### config.mk
export PLATFORM = sky130hd
export DESIGN_NAME = pcr_top
export DESIGN_NICKNAME = d
export VERILOG_FILES = /design/src/hdl/pcr_pkg.sv /design/src/hdl/pcr_clkdiv.sv /design/src/hdl/pcr_top.sv
export VERILOG_INCLUDE_DIRS = /design/src /design/src/hdl
export SDC_FILE = /design/constraint.sdc
export NUM_CORES = 1
export LEC_CHECK = 0
export ABC_CLOCK_PERIOD_IN_PS = 6500
export BUFFER_PORTS_ARGS = -buffer_cell sky130_fd_sc_hd__buf_4
export CAP_MARGIN = 40
export CORE_UTILIZATION = 56
export CTS_BUF_LIST = sky130_fd_sc_hd__clkbuf_16
export CTS_CLUSTER_DIAMETER = 100
export DETAILED_ROUTE_END_ITERATION = 7
export PLACE_DENSITY = 0.86
export SLEW_MARGIN = 20
export SYNTH_ARGS = -nofsm -noshare
export SYNTH_HDL_FRONTEND = slang
export SYNTH_HIERARCHICAL = 1
export SYNTH_SLANG_ARGS = --single-unit
### constraint.sdc
create_clock -name REF_CLK_I -period 6.5 [get_ports REF_CLK_I]
set_input_delay 0.65 -clock REF_CLK_I [delete_from_list [all_inputs] [get_ports REF_CLK_I]]
set_output_delay 0.65 -clock REF_CLK_I [all_outputs]
set_load 0.03 [all_outputs]
### src/hdl/pcr_regs.svh
`ifndef PCR_REGS_SVH
`define PCR_REGS_SVH

// ****************************************************************
// Register byte addresses
// ****************************************************************
`define PCR_ADDR_FLAGS      16'hc000
`define PCR_ADDR_BASE       16'hc002
`define PCR_ADDR_REV        16'hc004
`define PCR_ADDR_DIV        16'hc008
`define PCR_ADDR_PWR        16'hc00a

// ****************************************************************
// Field positions and masks
// ****************************************************************
`define PCR_FLAG_GIE        4
`define PCR_FLAG_NEG        3
`define PCR_FLAG_OVF        2
`define PCR_FLAG_CARRY      1
`define PCR_FLAG_ZERO       0
`define PCR_BASE_MASK       16'hfff0
`define PCR_DIV_MASK        16'h000f
`define PCR_PWR_WMASK       16'hfb93
`define PCR_PWR_WAKE_MASK   16'hfb90
`define PCR_PWR_PORT2B      15
`define PCR_PWR_PORT2A      14
`define PCR_PWR_PORT1B      13
`define PCR_PWR_PORT1A      12
`define PCR_PWR_BOOST       2
`define PCR_PWR_SLEEP       1
`define PCR_PWR_HALT        0

// ****************************************************************
// Reset values and timing
// ****************************************************************
`define PCR_RST_BASE        16'h0100
`define PCR_RST_DIV         16'h000f
`define PCR_RST_PWR         16'h0000
`define PCR_WAKE_TIME_US    500
`define PCR_CLK_MHZ         100

`endif

### src/hdl/pcr_pkg.sv
package pcr_pkg;
    typedef enum logic [2:0]
    {
        PCR_RUN   = 3'b001,
        PCR_SLEEP = 3'b010,
        PCR_WAKE  = 3'b100
    } pcr_pwr_state_t;
endpackage

### src/hdl/pcr_clkdiv.sv
`timescale 1ns/1ps
`default_nettype none

// ****************************************************************
// CPU clock enable divider, divide by code plus one
// ****************************************************************
module pcr_clkdiv #(
    parameter int DIV_W = 4
) (
    input  wire logic             clk_i,
    input  wire logic             rst_n_i,
    input  wire logic             run_i,
    input  wire logic [DIV_W-1:0] div_i,
    output logic                  tick_o
);
    logic [DIV_W-1:0] count;
    wire              wrap = (count >= div_i);

    initial
    begin
        if (DIV_W < 1 || DIV_W > 8)
            $error("pcr_clkdiv: DIV_W out of range");
    end

    // Counter frozen while stopped so a resume keeps the phase
    always_ff @(posedge clk_i)
    begin
        if (!rst_n_i)
            count <= '0;
        else if (run_i)
            count <= wrap ? '0 : count + 1'b1;
    end

    assign tick_o = run_i & wrap;
endmodule

`default_nettype wire

### src/hdl/pcr_top.sv
// Register access over APB is this design's own decision.
`timescale 1ns/1ps
`default_nettype none
`include "pcr_regs.svh"

// Summary of operation
// [RULE_01] Flags register is a read-only view; writes leave flags alone.
// [RULE_02] Flag bit 4 shows global interrupt enable.
// [RULE_03] Negative flag bit 3 follows MSB of last arithmetic result.
// [RULE_04] Overflow flag bit 2 set on signed add/sub overflow, else cleared.
// [RULE_05] Carry flag bit 1 set on carry or borrow, else cleared.
// [RULE_06] Zero flag bit 0 set when result is zero, else cleared.
// [RULE_07] Register-file base is read-write, resets to 0x0100.
// [RULE_08] General register address = base[15:4] OR (index<<1), bit 0 zero.
// [RULE_09] Software writes zeros to reserved base and divisor bits.
// [RULE_10] Read-only 16-bit silicon revision code.
// [RULE_11] CPU runs at clock divided by divisor plus one; resets to 1111.
// [RULE_12] Divisor slows the CPU only; peripherals keep the full clock.
// [RULE_13] Power register selects sleep or halt; other writable bits enable wakeups.
// [RULE_14] Bit 15 enables wake on port 2B transitions, else ignored.
// [RULE_15] Port transition wakeups raise no interrupt to the CPU.
// [RULE_16] Bits 14, 13, 12 enable wake on ports 2A, 1B, 1A.
// [RULE_17] Bit 1 enters sleep at once; wakeup resumes within 0.5 ms.
// [RULE_18] Bit 0 halts the CPU only, until an enabled interrupt fires.
// [RULE_19] Power bit 2 is read-only booster rail status.
// [RULE_20] Read-only and reserved bits ignore writes; reserved reads are zero.
module pcr_top #(
    parameter logic [15:0] REVISION   = 16'h0a5c, // Arbitrary value
    parameter int          WAKE_DELAY = (`PCR_WAKE_TIME_US * `PCR_CLK_MHZ)
) (
    input  wire logic                  REF_CLK_I,
    input  wire logic                  RESETN_I,
    // APB slave
    input  wire logic                  PSEL_I,
    input  wire logic                  PENABLE_I,
    input  wire logic                  PWRITE_I,
    input  wire logic [15:0]           PADDR_I,
    input  wire logic [31:0]           PWDATA_I,
    input  wire logic [3:0]            PSTRB_I,
    output logic      [31:0]           PRDATA_O,
    output logic                       PREADY_O,
    output logic                       PSLVERR_O,
    // Processor flag inputs
    input  wire logic                  ALU_UPDATE_I,
    input  wire logic                  ALU_IS_SUB_I,
    input  wire logic [15:0]           ALU_A_I,
    input  wire logic [15:0]           ALU_B_I,
    input  wire logic                  ALU_ARITH_I,
    input  wire logic                  GIE_I,
    // Register-file address generation
    input  wire logic [3:0]            GREG_INDEX_I,
    output logic      [15:0]           GREG_ADDR_O,
    // Power and wake inputs, clock enable and status outputs
    input  wire logic [3:0]            USB_PORT_ACTIVITY_I,
    input  wire logic [6:0]            OTHER_WAKE_I,
    input  wire logic                  IRQ_PENDING_I,
    input  wire logic                  BOOSTER_RAIL_LOW_I,
    output logic                       CPU_CLK_EN_O,
    output logic                       PERIPH_CLK_EN_O,
    output logic                       SLEEPING_O,
    output logic                       HALTED_O,
    output pcr_pkg::pcr_pwr_state_t    PWR_STATE_O
);
    import pcr_pkg::*;

    localparam int WAKE_W = $clog2(WAKE_DELAY + 1);

    initial
    begin
        if (WAKE_DELAY < 1)
            $error("pcr_top: WAKE_DELAY must be at least one cycle");
        if (WAKE_DELAY > `PCR_WAKE_TIME_US * `PCR_CLK_MHZ)
            $error("pcr_top: WAKE_DELAY exceeds the resume limit");
    end

    // ****************************************************************
    // Decoding helpers
    // ****************************************************************
    function automatic logic addr_is(input logic [15:0] a, input logic [15:0] r);
        addr_is = (a[15:1] == r[15:1]) && (a[0] == 1'b0);
    endfunction

    function automatic logic [15:0] merge16(input logic [15:0] old,
                                            input logic [15:0] wd,
                                            input logic [1:0]  strb,
                                            input logic [15:0] wmask);
        logic [15:0] lane;
        lane = {{8{strb[1]}}, {8{strb[0]}}} & wmask;
        merge16 = (old & ~lane) | (wd & lane);
    endfunction

    // ****************************************************************
    // APB decode
    // ****************************************************************
    wire        access   = PSEL_I & PENABLE_I;
    wire        setup    = PSEL_I & ~PENABLE_I;
    wire        wr_en    = access & PWRITE_I;
    wire        sel_flag = addr_is(PADDR_I, `PCR_ADDR_FLAGS);
    wire        sel_base = addr_is(PADDR_I, `PCR_ADDR_BASE);
    wire        sel_rev  = addr_is(PADDR_I, `PCR_ADDR_REV);
    wire        sel_div  = addr_is(PADDR_I, `PCR_ADDR_DIV);
    wire        sel_pwr  = addr_is(PADDR_I, `PCR_ADDR_PWR);
    wire        mapped   = sel_flag | sel_base | sel_rev | sel_div | sel_pwr;
    wire [1:0]  strb     = PSTRB_I[1:0];
    wire [15:0] wdata    = PWDATA_I[15:0];

    // Zero-wait slave; unmapped addresses raise an error
    assign PREADY_O  = 1'b1;
    assign PSLVERR_O = access & ~mapped;

    // ****************************************************************
    // Storage
    // ****************************************************************
    logic [3:0]      flags;
    logic [15:0]     base;
    logic [15:0]     divisor;
    logic [15:0]     pwr;
    logic [15:0]     rdata;
    logic [WAKE_W-1:0] wake_cnt;
    logic [3:0]      port_prev;
    logic [6:0]      other_prev;
    pcr_pwr_state_t  state;
    pcr_pwr_state_t  next_state;

    // ****************************************************************
    // Flag computation
    // ****************************************************************
    wire [16:0] sum      = ALU_IS_SUB_I ? ({1'b0, ALU_A_I} - {1'b0, ALU_B_I})
                                        : ({1'b0, ALU_A_I} + {1'b0, ALU_B_I});
    wire        ovf_add  = (ALU_A_I[15] == ALU_B_I[15]) && (sum[15] != ALU_A_I[15]);
    wire        ovf_sub  = (ALU_A_I[15] != ALU_B_I[15]) && (sum[15] != ALU_A_I[15]);
    wire        next_neg = sum[15];                                   // [RULE_03]
    wire        next_ovf = ALU_IS_SUB_I ? ovf_sub : ovf_add;          // [RULE_04]
    wire        next_cy  = sum[16];                                   // [RULE_05]
    wire        next_z   = (sum[15:0] == 16'h0000);                   // [RULE_06]

    // Only the ALU updates flags; bus writes never reach them
    always_ff @(posedge REF_CLK_I)
    begin
        if (!RESETN_I)
            flags[3:0] <= 4'h0;
        else if (ALU_UPDATE_I && ALU_ARITH_I)
            flags[3:0] <= {next_neg, next_ovf, next_cy, next_z};      // [RULE_01]
        else if (ALU_UPDATE_I)
            flags[3:0] <= {next_neg, 1'b0, 1'b0, next_z};
    end

    // Interrupt enable mirrored live from the core, not stored here
    wire [4:0] flag_view = {GIE_I, flags};                            // [RULE_02]

    // ****************************************************************
    // Writable registers
    // ****************************************************************
    // Masks drop reserved and read-only bits even if software sets them
    always_ff @(posedge REF_CLK_I)
    begin
        if (!RESETN_I)
        begin
            base    <= `PCR_RST_BASE;                                 // [RULE_07]
            divisor <= `PCR_RST_DIV;                                  // [RULE_11]
        end
        else
        begin
            if (wr_en && sel_base)
                base <= merge16(base, wdata, strb, `PCR_BASE_MASK);   // [RULE_20]
            if (wr_en && sel_div)
                divisor <= merge16(divisor, wdata, strb, `PCR_DIV_MASK);
        end
    end

    // Sleep and halt bits self-clear when their mode ends
    wire        pwr_wr     = wr_en & sel_pwr;
    wire [15:0] pwr_merged = merge16(pwr, wdata, strb, `PCR_PWR_WMASK); // [RULE_13]
    wire        sleep_req  = pwr_wr & pwr_merged[`PCR_PWR_SLEEP];
    wire        halt_end   = pwr[`PCR_PWR_HALT] & IRQ_PENDING_I;      // [RULE_18]

    always_ff @(posedge REF_CLK_I)
    begin
        if (!RESETN_I)
            pwr <= `PCR_RST_PWR;
        else if (pwr_wr)
            pwr <= pwr_merged;
        else
        begin
            if (state == PCR_WAKE && next_state == PCR_RUN)
                pwr[`PCR_PWR_SLEEP] <= 1'b0;
            if (halt_end)
                pwr[`PCR_PWR_HALT] <= 1'b0;
        end
    end

    // ****************************************************************
    // Wake source detection
    // ****************************************************************
    // Any edge on a port counts as a transition
    always_ff @(posedge REF_CLK_I)
    begin
        if (!RESETN_I)
        begin
            port_prev  <= 4'h0;
            other_prev <= 7'h00;
        end
        else
        begin
            port_prev  <= USB_PORT_ACTIVITY_I;
            other_prev <= OTHER_WAKE_I;
        end
    end

    wire [10:0] wake_in   = {OTHER_WAKE_I, USB_PORT_ACTIVITY_I};
    wire [10:0] wake_last = {other_prev, port_prev};
    wire [10:0] wake_edge;

    // Same toggle detector on every source; a held level never wakes
    genvar gi;
    generate
        for (gi = 0; gi < 11; gi = gi + 1)
        begin : g_edge
            assign wake_edge[gi] = wake_in[gi] ^ wake_last[gi];
        end
    endgenerate

    wire [3:0] port_edge = wake_edge[3:0];
    wire [6:0] oth_edge  = wake_edge[10:4];
    // Port order 1A,1B,2A,2B matches enable bits 12..15
    wire [3:0] port_en   = pwr[`PCR_PWR_PORT2B:`PCR_PWR_PORT1A];      // [RULE_14] [RULE_16]
    wire [6:0] oth_en    = {pwr[11], pwr[9], pwr[8], pwr[7], pwr[4], 2'b00};
    // Wake only restarts clocks; nothing here feeds an interrupt line
    wire       wake_hit  = |(port_edge & port_en) | |(oth_edge & oth_en); // [RULE_15]

    // ****************************************************************
    // Power state machine
    // ****************************************************************
    always_comb
    begin
        next_state = state;
        case (state)
            PCR_RUN:
                if (sleep_req)
                    next_state = PCR_SLEEP;                           // [RULE_17]
            PCR_SLEEP:
                if (wake_hit)
                    next_state = PCR_WAKE;
            PCR_WAKE:
                if (wake_cnt == WAKE_W'(WAKE_DELAY - 1))
                    next_state = PCR_RUN;
            default:
                next_state = PCR_RUN;
        endcase
    end

    // Resume delay models PLL relock, kept within the 0.5 ms limit
    always_ff @(posedge REF_CLK_I)
    begin
        if (!RESETN_I)
        begin
            state    <= PCR_RUN;
            wake_cnt <= '0;
        end
        else
        begin
            state    <= next_state;
            wake_cnt <= (state == PCR_WAKE) ? wake_cnt + 1'b1 : '0;  // [RULE_17]
        end
    end

    wire clk_run = (state == PCR_RUN);
    wire cpu_run = clk_run & ~pwr[`PCR_PWR_HALT];                     // [RULE_18]
    wire div_tick;

    // ****************************************************************
    // CPU clock divider
    // ****************************************************************
    pcr_clkdiv #(
        .DIV_W (4)
    ) u_clkdiv (
        .clk_i   (REF_CLK_I),
        .rst_n_i (RESETN_I),
        .run_i   (cpu_run),
        .div_i   (divisor[3:0]),                                      // [RULE_11]
        .tick_o  (div_tick)
    );

    // Peripherals see the full rate, stopped in the sleep and wake states
    always_ff @(posedge REF_CLK_I)
    begin
        if (!RESETN_I)
        begin
            CPU_CLK_EN_O    <= 1'b0;
            PERIPH_CLK_EN_O <= 1'b0;
            SLEEPING_O      <= 1'b0;
            HALTED_O        <= 1'b0;
            PWR_STATE_O     <= PCR_RUN;
        end
        else
        begin
            CPU_CLK_EN_O    <= div_tick;
            PERIPH_CLK_EN_O <= clk_run;                               // [RULE_12]
            SLEEPING_O      <= ~clk_run;
            HALTED_O        <= pwr[`PCR_PWR_HALT];
            PWR_STATE_O     <= state;
        end
    end

    // ****************************************************************
    // General register address
    // ****************************************************************
    wire [15:0] greg_addr = (base & `PCR_BASE_MASK) | {11'h000, GREG_INDEX_I, 1'b0};

    always_ff @(posedge REF_CLK_I)
    begin
        if (!RESETN_I)
            GREG_ADDR_O <= 16'h0000;
        else
            GREG_ADDR_O <= greg_addr;                                 // [RULE_08]
    end

    // ****************************************************************
    // Read path
    // ****************************************************************
    // Reserved bits read zero; booster status is live
    wire [15:0] pwr_view = (pwr & `PCR_PWR_WMASK)
                         | {13'h0000, BOOSTER_RAIL_LOW_I, 2'b00};     // [RULE_19]

    always_comb
    begin
        rdata = 16'h0000;
        if (sel_flag)
            rdata = {11'h000, flag_view};
        else if (sel_base)
            rdata = base & `PCR_BASE_MASK;                            // [RULE_20]
        else if (sel_rev)
            rdata = REVISION;                                         // [RULE_10]
        else if (sel_div)
            rdata = divisor & `PCR_DIV_MASK;
        else if (sel_pwr)
            rdata = pwr_view;
    end

    // Captured in the setup cycle, so a change in the access cycle shows next read
    always_ff @(posedge REF_CLK_I)
    begin
        if (!RESETN_I)
            PRDATA_O <= 32'h0000_0000;
        else if (setup)
            PRDATA_O <= {16'h0000, rdata};
    end
endmodule

`default_nettype wire

==> reports/qor.csv <==
metric,value,unit
status,"finished, violations left",
failing checks,DRC,
setup ws final,2980,ps
vias in the first global route,4826,
RSZ-0062 raised after global routing,no,
hpwl dp,10.5,mm
Crit. End Element,register,
VDD IR max,0.000125,V
met3 GRT Util,4.14,%
post-route insts no fill,922,
CTS Sinks,101,
worst hold path type,reg -> reg,
placed insts,906,
most frequent cells in the layout,"buf_4, dfxtp_1, nor2_1, nand2_1, a21oi_1",
Netlist cell types,70,
Die ar.,10400,um2
Syn Inst Count,673,
H-tree levels,3,
Yosys warnings,6,
Mapped Area,5580,um2
setup bufs post-CTS,0,
CP Data Required Time,6780,ps
setup_tns,0,ps
DR WL/cell,15.2,um
Worst path depth,14,
Reg2Reg Depth,6,
drt initial violations,239,
routability cong.,0.942,
CP Buf/Inv Count,1,
Lkg Pwr,2.91,nW
CTS resizes,0,
largest net degree at the start of global routing,44,
Tcrit/Tclk final,54.2,%
first-pass GRT wire length,22.2,mm
share of cells above drive strength 1,19.9,%
Final Max Slew Viols,0,
CP startpoint kind,input port,
number of nets in the layout,918,
FP Rows,36,
ys flop type,dfxtp_1,
GRT busiest layer,met2,
Setup Skew,10.0,ps
CP Class,in -> reg,
crit path time final,3520,ps
CP max stage cell,or4_1,
synthesis-to-finish area growth,22.2,%
Die Ht,102,um
CTS tree,yes,
max_cap viols,0,
Clock transition at path regs,60,ps
Seq cells post-synth,101,
CTS Buffer Depth,2,
async set-or-reset flop fraction in the synthesized netlist,0,%
CP max stage delay,440,ps
initial antenna violation count,0,
Power Density,209,nW/um2
DRT Pass-1 Iters,7,
Max Freq,284,MHz
global routing met1 resource utilization,33.2,%
"Setup violations, final",0,
IO Count,167,
crit path cell chain,buf_4 > nor4_1 > nand4b_1 > nor2_1 > a21oi_1 > xnor2_1 > ha_1 > nand2b_1 > o21ai_0 > a2111oi_2 > o2111ai_1 > or4_1 > a2111o_1 > nand2_1,
Clock Latency Late Sink,340,ps
Global Route Usage Sum,27.2,%
CTS Hold Bufs,0,
core area,9730,um2
critical path peak fanout,7,
Post-synth EDFFs,0,
DRC,1,
met2 global-route usage,48.4,%
GRT overflow,0,
Via Count,5212,
Initial Utilization,57.3,%
Fill cells,760,
register area share after synthesis,36.3,%
ANT nets after route,0,
Horiz. Die Dim,102,um
endpoints failing hold,0,
Max-slew headroom,45.1,%
TritonCTS Buffers,9,
worst slew pin tran,824,ps
WL final,14.0,mm
"leading cell type in the layout, fill and taps excluded",buf_4,
clock root buffer,clkbuf_16,
cell family with most CP delay,simple AND/OR/NAND/NOR gates,
Via density,5.65,
critical path arrival,3810,ps
Mean Syn Cell Area,8.29,um2
DP Worst Slack,2660,ps
worst hold path cell count,2,
ant diodes,0,
port bufs,128,
==> tightest hold or removal path, delay by kind of cell (launching register included) <==
kind          cells  cell delay, ps
flops             1             320
simple gates      2              90
==> area by class of cell <==
cell class | count | area (um2) | share of cell area, %
Inverter | 23 | 86.3 | 1.27
Sequential cell | 101 | 2020 | 29.7
Clock inverter | 7 | 61.3 | 0.900
Clock buffer | 9 | 225 | 3.31
Multi-Input combinational cell | 520 | 3280 | 48.2
Timing Repair Buffer | 129 | 968 | 14.2
Tap cell | 133 | 166 | 2.44
==> cell usage after synthesis, types with 9 or more instances <==
cell type | number | area, um2
a21oi_1 | 49 | 245
a22oi_1 | 11 | 82.6
and2_1 | 31 | 194
buf_4 | 19 | 143
clkbuf_1 | 22 | 82.6
dfxtp_1 | 101 | 2020
ha_1 | 23 | 288
inv_1 | 21 | 78.8
mux2i_1 | 25 | 250
nand2_1 | 54 | 203
nand2b_1 | 15 | 93.8
nand3_1 | 24 | 120
nand4_1 | 9 | 56.3
nor2_1 | 80 | 300
nor4_1 | 13 | 81.3
o21ai_0 | 28 | 140
xnor2_1 | 19 | 166
xor2_1 | 19 | 166
==> final timing paths <==
| path | from | to | slack, ps |
|---|---|---|---|
| worst max-delay path | ALU_B_I[7] | flags[0] | 2980 |
| worst min-delay path | flags[0] | flags[0] | 450 |
| worst max register to register | state[1] | u_clkdiv/count[3] | 4610 |
| worst min register to register | flags[0] | flags[0] | 450 |
==> through the flow <==
stage | instance area, um2 | hold slack [ps] | total power [mW] | util (%)
final | 6810 | 449 | 1.43 | 70.0
after global routing | 6810 | 469 | 1.49 | 70.0
after CTS | 6810 | 453 | 1.43 | 70.0
after detailed placement | 6530 | 442 | 0.929 | 67.1
after global placement | 6530 | 435 | 0.923 | 67.1
after floorplan | 5640 | 415 | 0.844 | -
==> power by group <==
group / switching, mW / internal, mW / leakage, nW
combinational: 0.166 / 0.124 / 1.95
sequential: 0.00494 / 0.627 / 0.819
clock: 0.241 / 0.265 / 0.137
total: 0.412 / 1.02 / 2.91
==> layer usage <==
metal	vias up	wire length, um
li1	2565	-
met1	2444	6040
met2	184	6990
met3	19	758
met4	0	203
met5	-	0
==> logic make-up (layout without fill, tap and decap cells) <==
kind of cell,Yosys count,in the layout,synth area share (%)
AOI/OAI and AO/OA,140,140,16.3
xor gates and xnor gates,38,38,5.97
other,2,18,0.135
DFF,101,101,36.3
adders and majority gates,24,24,5.52
buffers and inverters,68,168,5.92
muxes,28,28,5.09
and+or+nand+nor,272,272,24.8
Note: power is estimated with default switching activity, not from simulation.
